## config.mk

```make
export PLATFORM = sky130hd
export DESIGN_NAME = xcr_regs
export DESIGN_NICKNAME = d
export VERILOG_FILES = /design/src/xcr_pkg.sv /design/src/xcr_regs.sv
export SDC_FILE = /design/constraint.sdc
export NUM_CORES = 1
export LEC_CHECK = 0
export BUFFER_PORTS_ARGS = -buffer_cell sky130_fd_sc_hd__buf_2
export CAP_MARGIN = 20
export CORE_UTILIZATION = 45
export CTS_BUF_LIST = sky130_fd_sc_hd__clkbuf_8
export CTS_CLUSTER_SIZE = 25
export DETAILED_ROUTE_END_ITERATION = 10
export HOLD_SLACK_MARGIN = 0.1
export PLACE_DENSITY = 0.78
export SYNTH_ARGS = -nofsm -noshare
export SYNTH_HDL_FRONTEND = slang
export SYNTH_SLANG_ARGS = --single-unit
```

## constraint.sdc

```tcl
create_clock -name mclk -period 2.23 [get_ports mclk]
set_input_delay 0.5575 -clock mclk [delete_from_list [all_inputs] [get_ports mclk]]
set_output_delay 0.5575 -clock mclk [all_outputs]
set_load 0.02 [all_outputs]
```

## src/xcr_pkg.sv

```systemverilog
package xcr_pkg;

  // Register indices; byte address is four times the index
  localparam logic [9:0] IDX_PART_LOW   = 10'h000;
  localparam logic [9:0] IDX_REV_DIGIT  = 10'h001;
  localparam logic [9:0] IDX_CHIP_CFG   = 10'h002;
  localparam logic [9:0] IDX_RX_PWR     = 10'h003;
  localparam logic [9:0] IDX_RX_MASK    = 10'h004;
  localparam logic [9:0] IDX_RX_STATUS  = 10'h005;
  localparam logic [9:0] IDX_CHK_PTN5   = 10'h0AC;
  localparam logic [9:0] IDX_CHK_PTN6   = 10'h0AD;
  localparam logic [9:0] IDX_CHK_PTN7   = 10'h0AE;
  localparam logic [9:0] IDX_TARGET_ERR = 10'h0AF;
  localparam logic [9:0] IDX_ERR_CNT0   = 10'h0B0;
  localparam logic [9:0] IDX_ERR_CNT1   = 10'h0B1;
  localparam logic [9:0] IDX_ERR_CNT2   = 10'h0B2;
  localparam logic [9:0] IDX_ERR_CNT3   = 10'h0B3;
  localparam logic [9:0] IDX_ERR_CNT4   = 10'h0B4;
  localparam logic [9:0] IDX_CHK_ERR    = 10'h0B5;
  localparam logic [9:0] IDX_OUT_LEVEL  = 10'h0B8;
  localparam logic [9:0] IDX_PD_GAIN    = 10'h0CD;
  localparam logic [9:0] IDX_LOOP_FILT  = 10'h0E2;
  localparam logic [9:0] IDX_IRQ_CLEAR  = 10'h0F0;
  localparam logic [9:0] IDX_IRQ_ENABLE = 10'h0F1;

  // Chip configuration, receive power and mask field positions
  localparam int CFG_LOS_DRIVE  = 7;
  localparam int CFG_IRQ_DRIVE  = 6;
  localparam int CFG_IRQ_EN     = 5;
  localparam int CFG_SOUT_DRIVE = 4;
  localparam int CFG_OPT_LOOP   = 2;
  localparam int CFG_HOST_LOOP  = 1;
  localparam int CFG_REF_FREQ   = 0;
  localparam int PWR_RX_DOWN    = 0;
  localparam int MASK_FIFO_BIT  = 3;

  // Reset values
  localparam logic [7:0] RST_CHIP_CFG   = 8'h08;
  localparam logic [7:0] RST_RX_PWR     = 8'h00;
  localparam logic [6:0] RST_RX_MASK    = 7'h00;
  localparam logic [6:0] RST_IRQ_ENABLE = 7'h7F;
  localparam logic [7:0] RST_CHK_PTN    = 8'hAA;
  localparam logic [7:0] RST_TARGET_ERR = 8'hFF;
  localparam logic [7:0] RST_OUT_LEVEL  = 8'hF5;
  localparam logic [7:0] RST_PD_GAIN    = 8'h8D;
  localparam logic [7:0] RST_LOOP_FILT  = 8'h1E;

  // AXI responses
  localparam logic [1:0] RESP_OKAY   = 2'h0;
  localparam logic [1:0] RESP_SLVERR = 2'h2;

  // Seven receive alarms, in status bit order 6 down to 0
  typedef struct packed {
    logic ref_clock_loss;
    logic signal_loss;
    logic lock_loss;
    logic fifo_fault;
    logic pattern_error_alarm;
    logic pattern_sync_loss;
    logic quality_monitor_alarm;
  } xcr_alarm_t;

  // Transmit pattern checker results
  typedef struct packed {
    logic [39:0] err_count;
    logic [7:0]  chk_err;
  } xcr_txstat_t;

  // Transmit pattern, level and loop settings
  typedef struct packed {
    logic [7:0] chk_ptn5;
    logic [7:0] chk_ptn6;
    logic [7:0] chk_ptn7;
    logic [7:0] target_err;
    logic [7:0] out_level;
    logic [7:0] pd_gain;
    logic [7:0] loop_filt;
  } xcr_txcfg_t;

endpackage

```

## src/xcr_regs.sv

```systemverilog
// Implementation choice: the AXI4-Lite interface to the registers.
`timescale 1ns/1ps
module xcr_regs #(
  parameter int         ADDR_W     = 12,
  parameter logic [7:0] PART_LOW   = 8'h5A, // Arbitrary identification value
  parameter logic [3:0] REVISION   = 4'h1,  // Arbitrary identification value
  parameter logic [3:0] PART_DIGIT = 4'h7   // Arbitrary identification value
) (
  input  wire logic                 mclk,
  input  wire logic                 rstn,
  input  wire logic [ADDR_W-1:0]    s_axi_awaddr,
  input  wire logic [2:0]           s_axi_awprot,
  input  wire logic                 s_axi_awvalid,
  output logic                      s_axi_awready,
  input  wire logic [31:0]          s_axi_wdata,
  input  wire logic [3:0]           s_axi_wstrb,
  input  wire logic                 s_axi_wvalid,
  output logic                      s_axi_wready,
  output logic [1:0]                s_axi_bresp,
  output logic                      s_axi_bvalid,
  input  wire logic                 s_axi_bready,
  input  wire logic [ADDR_W-1:0]    s_axi_araddr,
  input  wire logic [2:0]           s_axi_arprot,
  input  wire logic                 s_axi_arvalid,
  output logic                      s_axi_arready,
  output logic [31:0]               s_axi_rdata,
  output logic [1:0]                s_axi_rresp,
  output logic                      s_axi_rvalid,
  input  wire logic                 s_axi_rready,
  input  wire xcr_pkg::xcr_alarm_t  rx_alarm,
  input  wire logic                 fifo_self_clear,
  input  wire xcr_pkg::xcr_txstat_t tx_stat,
  input  wire logic                 serial_data_bit,
  output logic                      irq,
  output logic                      irq_pin_dat,
  output logic                      irq_pin_oe_n,
  output logic                      los_pin_dat,
  output logic                      los_pin_oe_n,
  output logic                      serial_out_dat,
  output logic                      serial_out_oe_n,
  output logic                      optical_side_loopback,
  output logic                      host_side_loopback,
  output logic                      ref_freq_sel,
  output logic                      rx_powerdown,
  output xcr_pkg::xcr_txcfg_t       tx_cfg
);
  import xcr_pkg::*;

  // Word index from a byte address; low two bits ignored
  function automatic logic [9:0] word_index(input logic [ADDR_W-1:0] addr);
    logic [31:0] wide;
    wide = 32'h0;
    wide[ADDR_W-1:0] = addr;
    return wide[11:2];
  endfunction

  // Push-pull drives the level; open-drain only pulls low
  function automatic logic [1:0] pin_drive(input logic od, input logic level);
    logic [1:0] r;
    r = od ? {level, 1'b0} : {1'b0, level};
    return r;
  endfunction

  ////////////////////////////////////////////////////////////////////////////
  // State

  logic [ADDR_W-1:0] aw_addr_reg;
  logic              aw_held_reg;
  logic [31:0]       w_data_reg;
  logic [3:0]        w_strb_reg;
  logic              w_held_reg;
  logic              bvalid_reg;
  logic [1:0]        bresp_reg;
  logic              rvalid_reg;
  logic [1:0]        rresp_reg;
  logic [31:0]       rdata_reg;
  logic [31:0]       rdata_next;
  logic              rd_hit_next;

  logic [7:0]        chip_cfg_reg;
  logic [7:0]        rx_pwr_reg;
  logic [6:0]        rx_mask_reg;
  logic [6:0]        rx_status_reg;
  logic [6:0]        irq_enable_reg;
  xcr_txcfg_t        tx_cfg_reg;
  logic              irq_reg;
  logic              los_level_reg;
  logic              serial_bit_reg;

  logic              wr_fire;
  logic [9:0]        wr_idx;
  logic              wr_byte0;
  logic [7:0]        wr_byte;
  logic              wr_hit;
  logic [6:0]        mask_eff;
  logic [6:0]        status_clear;
  logic              rd_fire;

  ////////////////////////////////////////////////////////////////////////////
  // AXI4-Lite write path

  assign s_axi_awready = !aw_held_reg;
  assign s_axi_wready  = !w_held_reg;
  assign s_axi_bvalid  = bvalid_reg;
  assign s_axi_bresp   = bresp_reg;
  assign wr_fire       = aw_held_reg && w_held_reg && !bvalid_reg;
  assign wr_idx        = word_index(aw_addr_reg);
  assign wr_byte0      = wr_fire && w_strb_reg[0];
  assign wr_byte       = w_data_reg[7:0];

  // Address and data are caught independently, in either order
  always_ff @(posedge mclk) begin
    if (!rstn) begin
      aw_held_reg <= 1'b0;
      aw_addr_reg <= '0;
    end else if (s_axi_awvalid && !aw_held_reg) begin
      aw_held_reg <= 1'b1;
      aw_addr_reg <= s_axi_awaddr;
    end else if (wr_fire) begin
      aw_held_reg <= 1'b0;
    end
  end

  always_ff @(posedge mclk) begin
    if (!rstn) begin
      w_held_reg <= 1'b0;
      w_data_reg <= 32'h0;
      w_strb_reg <= 4'h0;
    end else if (s_axi_wvalid && !w_held_reg) begin
      w_held_reg <= 1'b1;
      w_data_reg <= s_axi_wdata;
      w_strb_reg <= s_axi_wstrb;
    end else if (wr_fire) begin
      w_held_reg <= 1'b0;
    end
  end

  // Writable indices; everything else answers SLVERR
  always_comb begin
    case (wr_idx)
      IDX_CHIP_CFG, IDX_RX_PWR, IDX_RX_MASK, IDX_RX_STATUS,
      IDX_CHK_PTN5, IDX_CHK_PTN6, IDX_CHK_PTN7, IDX_TARGET_ERR,
      IDX_OUT_LEVEL, IDX_PD_GAIN, IDX_LOOP_FILT,
      IDX_IRQ_CLEAR, IDX_IRQ_ENABLE: wr_hit = 1'b1;
      default:                       wr_hit = 1'b0;
    endcase
  end

  // Response one cycle after both halves are in
  always_ff @(posedge mclk) begin
    if (!rstn) begin
      bvalid_reg <= 1'b0;
      bresp_reg  <= RESP_OKAY;
    end else if (wr_fire) begin
      bvalid_reg <= 1'b1;
      bresp_reg  <= wr_hit ? RESP_OKAY : RESP_SLVERR;
    end else if (s_axi_bready) begin
      bvalid_reg <= 1'b0;
    end
  end

  ////////////////////////////////////////////////////////////////////////////
  // Configuration registers; only byte lane 0 carries data

  // Bit 3 is stored as written; software keeps it at one
  always_ff @(posedge mclk) begin
    if (!rstn) begin
      chip_cfg_reg <= RST_CHIP_CFG;
    end else if (wr_byte0 && wr_idx == IDX_CHIP_CFG) begin
      chip_cfg_reg <= wr_byte;
    end
  end

  always_ff @(posedge mclk) begin
    if (!rstn) begin
      rx_pwr_reg <= RST_RX_PWR;
    end else if (wr_byte0 && wr_idx == IDX_RX_PWR) begin
      rx_pwr_reg <= {7'h00, wr_byte[PWR_RX_DOWN]};
    end
  end

  always_ff @(posedge mclk) begin
    if (!rstn) begin
      rx_mask_reg <= RST_RX_MASK;
    end else if (wr_byte0 && wr_idx == IDX_RX_MASK) begin
      rx_mask_reg <= wr_byte[6:0];
    end
  end

  always_ff @(posedge mclk) begin
    if (!rstn) begin
      irq_enable_reg <= RST_IRQ_ENABLE;
    end else if (wr_byte0 && wr_idx == IDX_IRQ_ENABLE) begin
      irq_enable_reg <= wr_byte[6:0];
    end
  end

  // Transmit settings are storage only, handed to the datapath
  always_ff @(posedge mclk) begin
    if (!rstn) begin
      tx_cfg_reg <= '{RST_CHK_PTN, RST_CHK_PTN, RST_CHK_PTN, RST_TARGET_ERR,
                      RST_OUT_LEVEL, RST_PD_GAIN, RST_LOOP_FILT};
    end else if (wr_byte0) begin
      case (wr_idx)
        IDX_CHK_PTN5:   tx_cfg_reg.chk_ptn5   <= wr_byte;
        IDX_CHK_PTN6:   tx_cfg_reg.chk_ptn6   <= wr_byte;
        IDX_CHK_PTN7:   tx_cfg_reg.chk_ptn7   <= wr_byte;
        IDX_TARGET_ERR: tx_cfg_reg.target_err <= wr_byte;
        IDX_OUT_LEVEL:  tx_cfg_reg.out_level  <= wr_byte;
        IDX_PD_GAIN:    tx_cfg_reg.pd_gain    <= wr_byte;
        IDX_LOOP_FILT:  tx_cfg_reg.loop_filt  <= wr_byte;
        default:        tx_cfg_reg            <= tx_cfg_reg;
      endcase
    end
  end

  assign tx_cfg                = tx_cfg_reg;
  assign optical_side_loopback = chip_cfg_reg[CFG_OPT_LOOP];
  assign host_side_loopback    = chip_cfg_reg[CFG_HOST_LOOP];
  assign ref_freq_sel          = chip_cfg_reg[CFG_REF_FREQ];
  assign rx_powerdown          = rx_pwr_reg[PWR_RX_DOWN];

  ////////////////////////////////////////////////////////////////////////////
  // Sticky receive status and interrupt

  // Self-clearing FIFO forces the fault unmasked, read and gate alike
  always_comb begin
    mask_eff = rx_mask_reg;
    if (fifo_self_clear) begin
      mask_eff[MASK_FIFO_BIT] = 1'b0;
    end
  end

  // Zero written to status, or one written to the clear word, clears
  always_comb begin
    status_clear = 7'h00;
    if (wr_byte0 && wr_idx == IDX_RX_STATUS) begin
      status_clear = ~wr_byte[6:0];
    end else if (wr_byte0 && wr_idx == IDX_IRQ_CLEAR) begin
      status_clear = wr_byte[6:0];
    end
  end

  // A live alarm wins over a clear in the same cycle; disable wins over all
  always_ff @(posedge mclk) begin
    if (!rstn) begin
      rx_status_reg <= 7'h00;
    end else if (!chip_cfg_reg[CFG_IRQ_EN]) begin
      rx_status_reg <= 7'h00;
    end else begin
      rx_status_reg <= (rx_status_reg & ~status_clear) | rx_alarm;
    end
  end

  // Registered so the pin never glitches on decode
  always_ff @(posedge mclk) begin
    if (!rstn) begin
      irq_reg <= 1'b0;
    end else begin
      irq_reg <= chip_cfg_reg[CFG_IRQ_EN] &&
                 |(rx_status_reg & ~mask_eff & irq_enable_reg);
    end
  end

  assign irq = irq_reg;

  ////////////////////////////////////////////////////////////////////////////
  // Pin drivers; open-drain releases for a high level

  always_ff @(posedge mclk) begin
    if (!rstn) begin
      los_level_reg  <= 1'b0;
      serial_bit_reg <= 1'b0;
    end else begin
      los_level_reg  <= rx_alarm.signal_loss;
      serial_bit_reg <= serial_data_bit;
    end
  end

  assign {irq_pin_oe_n, irq_pin_dat} =
         pin_drive(chip_cfg_reg[CFG_IRQ_DRIVE], irq_reg);
  assign {los_pin_oe_n, los_pin_dat} =
         pin_drive(chip_cfg_reg[CFG_LOS_DRIVE], los_level_reg);
  assign {serial_out_oe_n, serial_out_dat} =
         pin_drive(chip_cfg_reg[CFG_SOUT_DRIVE], serial_bit_reg);

  ////////////////////////////////////////////////////////////////////////////
  // AXI4-Lite read path

  assign s_axi_arready = !rvalid_reg;
  assign s_axi_rvalid  = rvalid_reg;
  assign s_axi_rresp   = rresp_reg;
  assign s_axi_rdata   = rdata_reg;
  assign rd_fire       = s_axi_arvalid && !rvalid_reg;

  // Upper bits read zero; write-only clear word reads zero
  always_comb begin
    rdata_next  = 32'h0;
    rd_hit_next = 1'b1;
    case (word_index(s_axi_araddr))
      IDX_PART_LOW:   rdata_next[7:0] = PART_LOW;
      IDX_REV_DIGIT:  rdata_next[7:0] = {REVISION, PART_DIGIT};
      IDX_CHIP_CFG:   rdata_next[7:0] = chip_cfg_reg;
      IDX_RX_PWR:     rdata_next[7:0] = rx_pwr_reg;
      IDX_RX_MASK:    rdata_next[6:0] = mask_eff;
      IDX_RX_STATUS:  rdata_next[6:0] = rx_status_reg;
      IDX_CHK_PTN5:   rdata_next[7:0] = tx_cfg_reg.chk_ptn5;
      IDX_CHK_PTN6:   rdata_next[7:0] = tx_cfg_reg.chk_ptn6;
      IDX_CHK_PTN7:   rdata_next[7:0] = tx_cfg_reg.chk_ptn7;
      IDX_TARGET_ERR: rdata_next[7:0] = tx_cfg_reg.target_err;
      IDX_ERR_CNT0:   rdata_next[7:0] = tx_stat.err_count[7:0];
      IDX_ERR_CNT1:   rdata_next[7:0] = tx_stat.err_count[15:8];
      IDX_ERR_CNT2:   rdata_next[7:0] = tx_stat.err_count[23:16];
      IDX_ERR_CNT3:   rdata_next[7:0] = tx_stat.err_count[31:24];
      IDX_ERR_CNT4:   rdata_next[7:0] = tx_stat.err_count[39:32];
      IDX_CHK_ERR:    rdata_next[7:0] = tx_stat.chk_err;
      IDX_OUT_LEVEL:  rdata_next[7:0] = tx_cfg_reg.out_level;
      IDX_PD_GAIN:    rdata_next[7:0] = tx_cfg_reg.pd_gain;
      IDX_LOOP_FILT:  rdata_next[7:0] = tx_cfg_reg.loop_filt;
      IDX_IRQ_CLEAR:  rdata_next      = 32'h0;
      IDX_IRQ_ENABLE: rdata_next[6:0] = irq_enable_reg;
      default:        rd_hit_next     = 1'b0;
    endcase
  end

  // One read at a time; data held until rready
  always_ff @(posedge mclk) begin
    if (!rstn) begin
      rvalid_reg <= 1'b0;
      rresp_reg  <= RESP_OKAY;
      rdata_reg  <= 32'h0;
    end else if (rd_fire) begin
      rvalid_reg <= 1'b1;
      rresp_reg  <= rd_hit_next ? RESP_OKAY : RESP_SLVERR;
      rdata_reg  <= rdata_next;
    end else if (s_axi_rready) begin
      rvalid_reg <= 1'b0;
    end
  end

endmodule

```

Word-level counts from Yosys, hierarchy flattened

Index checks and enable logic that the tools add are counted.

Logic and storage cells: 117
Memories: 0
ROM bits: 0
Memory bits (writable): 0
Register bits after elaboration: 126
Output and inout port bits: 108
Latch bits: 0

Bitwise gates (word level): 7
Multiplexer cells: 19
Magnitude comparators: 0
Reductions and logical operators: 33
Multipliers: 0
Equality and inequality tests: 33
Add/sub/neg operators: 0
Div/mod/pow operators: 0
Shift-type cells: 0

Operators with widths:

| operator                                                               | count |
|---|---|
| 10-bit by 8-bit equality test with 1-bit output, second input constant | 24 |
| 7-bit case mux with 20 select lines                                    | 1 |
| 10-bit by 2-bit equality test with 1-bit output, second input constant | 4 |
| 10-bit by 3-bit equality test with 1-bit output, second input constant | 4 |
| 7-bit AND                                                              | 3 |
| 7-bit inverter                                                         | 3 |
| 21-bit OR reduction                                                    | 1 |
| 2-bit AND reduction                                                    | 8 |
| 7-bit two-way mux                                                      | 2 |
| 1-bit case mux with 14 select lines                                    | 1 |
| 1-bit logical AND                                                      | 13 |
| 13-bit OR reduction                                                    | 1 |
| 10-bit by 1-bit equality test with 1-bit output, second input constant | 1 |
| 10-bit zero test                                                       | 1 |
| 1-bit two-way mux                                                      | 10 |
| 2-bit two-way mux                                                      | 5 |
| 2-bit nonzero test                                                     | 4 |
| 7-bit bitwise OR                                                       | 1 |
| 7-bit OR reduction                                                     | 1 |
| 1-bit zero test                                                        | 4 |

Logic depth before layout (Yosys ltp)

Gate-level depths: netlist of run 1.

Word-level depth: 9
Mapped depth: 8

Least setup slack after synthesis of run 1

OpenSTA, ideal clock, no wires.

Kind: in2reg
Start: in s_axi_araddr[2]
End: reg rdata_reg[7] (netlist: s_axi_rdata[7])
Data required time: 2097 ps
Buffers on the path: 3
Arrival: 1830 ps
Setup slack: 267 ps
Stages on the path: 8
Library setup time: 133 ps
Cell sequence: buf_6 > buf_4 > buf_2 > mux2i_1 > o21ai_0 > a22o_1 > a221oi_1 > a22oi_1

Cells in the longest elaborated chain, start to end: 2
Elaborated cells between the ends (all ways): 15
Classes of those cells: eq/ne: 14; mux: 1

RTL lines:

| what                                                                                                                      | RTL line        | RTL |
|---|---|---|
| start: declaration                                                                                                        | xcr_regs.sv:22  | `input wire logic [ADDR_W-1:0] s_axi_araddr,` |
| 10-bit by 8-bit equality test with 1-bit output / 10-bit by 2-bit equality test with 1-bit output (equally long branches) | xcr_regs.sv:300 | `case (word_index(s_axi_araddr))` |
| 1-bit case mux with 14 select lines *                                                                                     | xcr_regs.sv:300 |  |
| end signal: assignment                                                                                                    | xcr_regs.sv:335 | `rdata_reg <= rdata_next;` |
| end: declaration                                                                                                          | xcr_regs.sv:76  | `logic [31:0] rdata_reg;` |

Every way passes the cells marked *; elsewhere a longest branch is shown, timed or not.
A chain may end at the register's enable or synchronous reset.

Final worst setup path of run 1

Start: reg aw_addr_reg[5]
End: reg chip_cfg_reg[3]

Cells in the longest elaborated chain, start to end: 2

RTL lines:

| what                                            | RTL line        | RTL |
|---|---|---|
| start: declaration                              | xcr_regs.sv:67  | `logic [ADDR_W-1:0] aw_addr_reg;` |
| start signal: assignment                        | xcr_regs.sv:118 | `aw_addr_reg <= s_axi_awaddr;` |
| 10-bit by 2-bit equality test with 1-bit output | xcr_regs.sv:169 | `end else if (wr_byte0 && wr_idx == IDX_CHIP_CFG) begin` |
| 1-bit logical AND                               | xcr_regs.sv:169 |  |
| end signal: assignment                          | xcr_regs.sv:170 | `chip_cfg_reg <= wr_byte;` |
| end: declaration                                | xcr_regs.sv:80  | `logic [7:0] chip_cfg_reg;` |

Every way passes these cells.

==> impl_results.md, run 1 <==
* Status: finished, final reports clean
* Detailed Route WL at 20,000 um
* PD cells at 581 nW/um2
* Share of layout cells above drive strength 1 at 30.8%
* Main combinational cell family by area after synthesis: simple AND/OR/NAND/NOR gates
* Core area at 14,000 um2
* Later-pin clock latency in the skew report at 460 ps
* Number of global-route vias before repair at 5,751
* Worst path top cell family by delay: simple AND/OR/NAND/NOR gates
* Critical path required time at 2560 ps
* Synth Area in Compound Gates at 13.6%
* Seq/Total Area, Yosys at 37.4%
* CTS tree: done
* Peak VDD IR at 0.324 mV
* Area growth syn-to-layout at 24.6%
* Antenna cells at 0
* Pre-antenna DRT Iters at 5
* H-tree depth at 4
* Final worst-path cycle share at 87.6%
* Post-cts repair resize count at 0
* 1st-iter DRT viols at 533
* Main synth FF type: dfxtp_1
* Max Cap Violations at 0
* Hold crit path type: input pin to flop
* XOR/XNOR share of the synthesized area at 0%
* Asr flop ratio synth at 0%
* Met3 wire length at 1800 um
* Global-route wire length before repair at 30,400 um
* EDFF count, synth at 0
* Hold Buf Count CTS at 0
* Fin Clk Skew at 13.4 ps
* DRC at 0
* Simple-gate share of the synthesized area at 26.1%
* Finished Core Util at 58.0%
* Final setup viols at 0
* Worst setup EP type: flop
* Post-synthesis mux area share at 15.6%
* Die area at 15,000 um2
* NumNets Final at 1,070
* Metal1 wirelength at 8560 um
* Post-layout min period at 1950 ps
* Synthesized flop and latch total at 122
* Vias per cell at 5.58
* Clk pin slew, worst setup/hold paths at 70 ps
* Slew @ Worst Pin at 764 ps
* Max reg flops at 56
* Pwr Total at 4730 uW
* Clock Tree Buf Depth at 2
* RSZ-0062 raised after global routing: no
* FILL cells at 1,291
* DR vias at 6,316
* Average size of a mapped cell at 8.79 um2
* Max Transition Viols Final at 0
* Largest stage delay, worst path at 580 ps
* Top post-synthesis cells by count: 135 x nand2_1, 122 x dfxtp_1, 87 x mux2i_1
* Worst Path Arrival at 2280 ps
* Initial antenna violation count at 0
* Syn Inst Count at 743
* Clock sink count at 122
* Fmax at 512 MHz
* Largest net degree at the start of global routing at 61
* Highest-delay cell along the critical path: or3_1
* Leak Pwr at 0.00382 uW
* I/O Pins at 238
* CTS root buf: clkbuf_8
* Gp weighted congestion at 0.946
* Sequential cell area at 2440 um2
* Detail Placement HPWL at 15,000 um
* GRT Overall Usage at 27.1%
* Synth top area cells: dfxtp_1 37%, mux2i_1 13%, nand2_1 7.8%
* Most common cell in the netlist: nand2_1
* Post-CTS setup buffers at 0
* Chip Height at 122 um
* Post-synth top area cell: dfxtp_1
* Final Hold Viols at 0
* Initial Util at 46.5%
* Routed Antenna Nets at 0
* Area occupied by multi-input gates at 3700 um2
* CP startpoint kind: flop
* Crit-path max FO at 8
* Global route total overflow at 0
* Routed len/inst at 17.7 um
* Worst-path cell chain: nor4_1 > nand4b_1 > or3_1 > mux2i_1 > nand2_1
* Post-Syn Area at 6530 um2
* Port-buffer cells at 174
* Detailed-routed wire length on met2 at 9250 um
* Die Width at 122 um
* Cts bufs inserted at 17
* Yosys warnings at 0
* Buffers & Inverters on Critical Path at 0
* Synth unique cells at 72
* Std-Cell Rows at 43
* Setup CP Type: flop to flop
* Headroom to the max-slew limit at 49.0%
* Top Layer Used: met4
* Top-area cell type share of the netlist area at 37.4%
* Adder-Cell Fraction of Synth Area at 0%
-- metrics by stage --
step | cells | instance area (um2) | setup slack (ps) | hold slack (ps) | setup TNS, ps
floorplan | 768 | 6630 | 267 | 432 | 0
CTS | 1132 | 8140 | 303 | 278 | 0
finish | 1132 | 8140 | 277 | 301 | 0
global placement | 1101 | 7750 | -33.2 | 437 | -69.7
detailed placement | 1101 | 7750 | -58.4 | 448 | -242
global route | 1132 | 8140 | 157 | 292 | 0
-- tightest hold or removal path, delay by kind of cell --
kind                   cells  cell delay [ps]
AND/OR/NAND/NOR            2               90
buffers and inverters      1               70
-- worst paths after layout --
kind / startpoint / slack (ps) / endpoint / cells past startpoint
worst max-delay path: aw_addr_reg[5]$_SDFFE_PN0P_ / 280 / chip_cfg_reg[3]$_SDFFE_PN1P_ / 5
worst min register to register: rx_mask_reg[3]$_SDFFE_PN0P_ / 460 / rx_mask_reg[3]$_SDFFE_PN0P_ / 2
worst min-delay path: rx_alarm[6] / 300 / rx_status_reg[6]$_SDFF_PN0_ / 3
worst max register to register: aw_addr_reg[5]$_SDFFE_PN0P_ / 280 / chip_cfg_reg[3]$_SDFFE_PN1P_ / 5
-- cell families after synthesis --
logic type / count (synthesis)
DFF: 122
and+or+nand+nor: 310
muxes: 96
other: 1
buffers and inverters: 88
AOI/OAI and AO/OA: 126
-- report_power, final --
part | total [uW] | internal (uW) | switching (uW)
Sequential | 2280 | 2210 | 70.8
Clock | 1940 | 1040 | 902
Combinational | 513 | 213 | 299
-- layer usage --
metal / global-route usage [%] / vias to the layer above
met4: 10.4 / 0
met3: 7.20 / 34
met2: 42.5 / 283
met1: 35.4 / 2980
li1: - / 3019
met5: 0 / -
-- cell type report --
class / instances / area share (%)
multi-input cells: 558 / 45.5
inverters: 9 / 0.415
clock inverters: 12 / 1.55
clock buffers: 19 / 3.21
well taps: 180 / 2.77
flip-flops and latches: 122 / 30.0
repair buffers: 232 / 16.5
-- cells in the final DEF (no fill, tap or decap), drive strengths merged, types with 4 or more instances in the layout --
| cell type | count |
|---|---|
| and3 | 11 |
| inv | 10 |
| a22oi | 16 |
| clkinvlp | 4 |
| and2 | 9 |
| nor4b | 8 |
| clkbuf | 19 |
| conb | 26 |
| nor3b | 6 |
| clkinv | 5 |
| nor3 | 9 |
| a32oi | 13 |
| dfxtp | 122 |
| mux4 | 4 |
| nand4 | 5 |
| nor4 | 6 |
| nand4b | 5 |
| nand2b | 8 |
| a22o | 5 |
| mux2 | 5 |
| nor2b | 12 |
| nand3 | 16 |
| o21ai | 16 |
| or3 | 6 |
| nand3b | 10 |
| mux2i | 87 |
| nand2 | 135 |
| buf | 232 |
| a21oi | 37 |
| nor2 | 49 |
| o2111ai | 8 |
No activity file was read; power rests on OpenSTA's default activity.
==> run 2, diff against run 1 <==
==> constraint.sdc (replaced) <==
create_clock -name mclk -period 2.43 [get_ports mclk]
set_input_delay 0.6075 -clock mclk [delete_from_list [all_inputs] [get_ports mclk]]
set_output_delay 0.6075 -clock mclk [all_outputs]
set_load 0.02 [all_outputs]
==> impl_results.md, run 2 (synthesis gave the netlist of run 1 again) <==
* Status: finished, final reports clean
* Headroom to the max-slew limit at 47.8% (-1.1 points)
* P_int at 3400 uW (-1.7%)
* Std-Cell Rows at 43 (unchanged)
* Crit-path max FO at 10 (+2)
* Global-route wire length before repair at 31,600 um (+4.1%)
* Hold path start: rx_alarm[6]
* Hold Buf Count CTS at 0 (unchanged)
* Slew @ Worst Pin at 780 ps (+15.3 ps)
* Post-layout min period at 2050 ps (+97.2 ps)
* H-tree depth at 4 (unchanged)
* 1st-iter DRT viols at 593 (+11%)
* Hold path depth at 3 (unchanged)
* I/O Pins at 238 (unchanged)
* CTS root buf: clkbuf_8
* Detailed Route WL at 20,400 um (+1.7%)
* Post-route setup TNS at 0 ps (unchanged)
* Initial Util at 46.5% (unchanged)
* PD cells at 569 nW/um2 (-2.1%)
* Final setup viols at 0 (unchanged)
* Max reg flops at 56 (unchanged)
* Vias per cell at 5.65 (+1.2%)
* Clock share of power at 44.4% (+3.4 points)
* Routed Antenna Nets at 0 (unchanged)
* Highest-delay cell along the critical path: or3_1
* Core area at 14,000 um2 (unchanged)
* Routed len/inst at 18.2 um (+3.1%)
* Cts bufs inserted at 17 (unchanged)
* Worst setup EP type: flop
* Leak Pwr at 0.00377 uW (-1.4%)
* Largest stage delay, worst path at 590 ps (about the same)
* Max Transition Viols Final at 0 (unchanged)
* Number of global-route vias before repair at 5,950 (+3.5%)
* Die area at 15,000 um2 (unchanged)
* RR Endpoint: chip_cfg_reg[6]$_SDFFE_PN0P_
* Post-cts repair resize count at 0 (unchanged)
* Detail Placement HPWL at 15,000 um (about the same)
* Hold EP: rx_status_reg[6]$_SDFF_PN0_
* Fmax at 488 MHz (-4.7%)
* Clock Tree Buf Depth at 2 (unchanged)
* Global route total overflow at 0 (unchanged)
* Later-pin clock latency in the skew report at 450 ps (about the same)
* Post-CTS setup buffers at 0 (unchanged)
* Most frequent cells in the layout: 174 x buf_2, 135 x nand2_1, 122 x dfxtp_1
* Pwr Total at 4580 uW (-3.2%)
* Antenna cells at 0 (unchanged)
* Chip Height at 122 um (unchanged)
* CP startpoint kind: flop
* Peak VDD IR at 0.297 mV (-8.4%)
* Sw frac at 25.8% (-1.1 points)
* Area growth syn-to-layout at 23.3%
* Max Cap Violations at 0 (unchanged)
* Port-buffer cells at 174 (unchanged)
* GRT Overall Usage at 27.9% (+0.79 points)
* Comb pwr share at 9.9% (-0.9 points)
* DRC at 0 (unchanged)
* DR vias at 6,307 (-0.14%)
* Worst reg2reg startpoint: aw_addr_reg[6]$_SDFFE_PN0P_
* Register share of total power at 45.7% (-2.5 points)
* Commonest non-fill, non-tap cell in the layout: buf_2
* Initial antenna violation count at 0 (unchanged)
* NumNets Final at 1,054 (-1.5%)
* Gp weighted congestion at 0.935 (-1.2%)
* Critical path required time at 2740 ps (+180 ps)
* Final Hold Viols at 0 (unchanged)
* R2R depth at 5 (unchanged)
* FILL cells at 1,254 (-2.9%)
* Reg-to-reg slack, setup at 380 ps (+100 ps)
* Setup CP Type: flop to flop
* Worst Path Arrival at 2360 ps (+80 ps)
* Clk pin slew, worst setup/hold paths at 70 ps (about the same)
* Die Width at 122 um (unchanged)
* Fin Clk Skew at 12.7 ps (-0.703 ps)
* RSZ-0062 raised after global routing: no
* Final worst-path cycle share at 84.4% (-3.2 points)
* Pre-antenna DRT Iters at 5 (unchanged)
* Hold WS at 359 ps (+57.9 ps)
* Worst-path cell chain: nor4_1 > nand4b_1 > or3_1 > mux2i_1 > nor2_1
* Share of layout cells above drive strength 1 at 29.7% (-1.1 points)
* Hold crit path type: input pin to flop
* Clock sink count at 122 (unchanged)
* Largest net degree at the start of global routing at 47 (-23%)
* CTS tree: done
* NetSw at 1180 uW (-7.3%)
-- run 2: metal layers --
layer  up-vias  wire length, um  part of all wire (%)  global-route usage, %
met5         -                0                     0                      0
met1      2945             8400                    41                   36.5
met2       331             9340                    46                   43.3
met4         0              654                   3.2                   12.1
li1       2983                -                     -                      -
met3        48             1980                   9.7                   6.88
-- run 2: stage by stage --
stage / worst slack, ps / instance area [um2] / std cells / util [%]
final: 380 / 8050 / 1117 / 57.3
after global placement: 48.6 / 7600 / 1085 / 54.2
after floorplan: 417 / 6630 / 768 / -
after global routing: 296 / 8050 / 1117 / 57.3
after detailed placement: 3.34 / 7600 / 1085 / 54.2
after CTS: 426 / 8050 / 1117 / 57.3
-- run 2: cell type report --
type                            count  area, um2  area share (%)
Clock buffer                       20        275            3.42
Clock inverter                     12        171            2.13
Inverter                            9       33.8           0.420
Multi-Input combinational cell    558       3700            46.0
Sequential cell                   122       2440            30.3
Tap cell                          180        225            2.80
Timing Repair Buffer              216       1200            14.9
-- run 2: power by group through the flow --
stage / Sequential, uW / Combinational (uW) / Clock (uW)
2_1_floorplan: 2100 / 329 / 0
5_1_grt: 2100 / 495 / 2150
6_report: 2090 / 455 / 2030
4_1_cts: 2090 / 449 / 2040
3_5_place_dp: 2140 / 446 / 0
3_3_place_gp: 2130 / 442 / 0
-- run 2: worst max-delay path by stage --
stage,startpoint,to,slack [ps],cells past startpoint
floorplan,s_axi_araddr[2],s_axi_rdata[7]$_SDFFE_PN0P_,420,8
global placement,s_axi_araddr[2],s_axi_rdata[5]$_SDFFE_PN0P_,50,6
detailed placement,s_axi_araddr[2],s_axi_rdata[5]$_SDFFE_PN0P_,3,6
CTS,aw_addr_reg[6]$_SDFFE_PN0P_,chip_cfg_reg[6]$_SDFFE_PN0P_,430,5
global route,s_axi_bvalid$_SDFFE_PN0P_,irq_enable_reg[3]$_SDFFE_PN1P_,300,5
finish,aw_addr_reg[6]$_SDFFE_PN0P_,chip_cfg_reg[6]$_SDFFE_PN0P_,380,5
-- run 2: critical path: cells and delay by family (launching register included) --
kind	cells	cell delay (ps)
flip-flops	1	410
AND/OR/NAND/NOR	4	1210
multiplexers	1	280
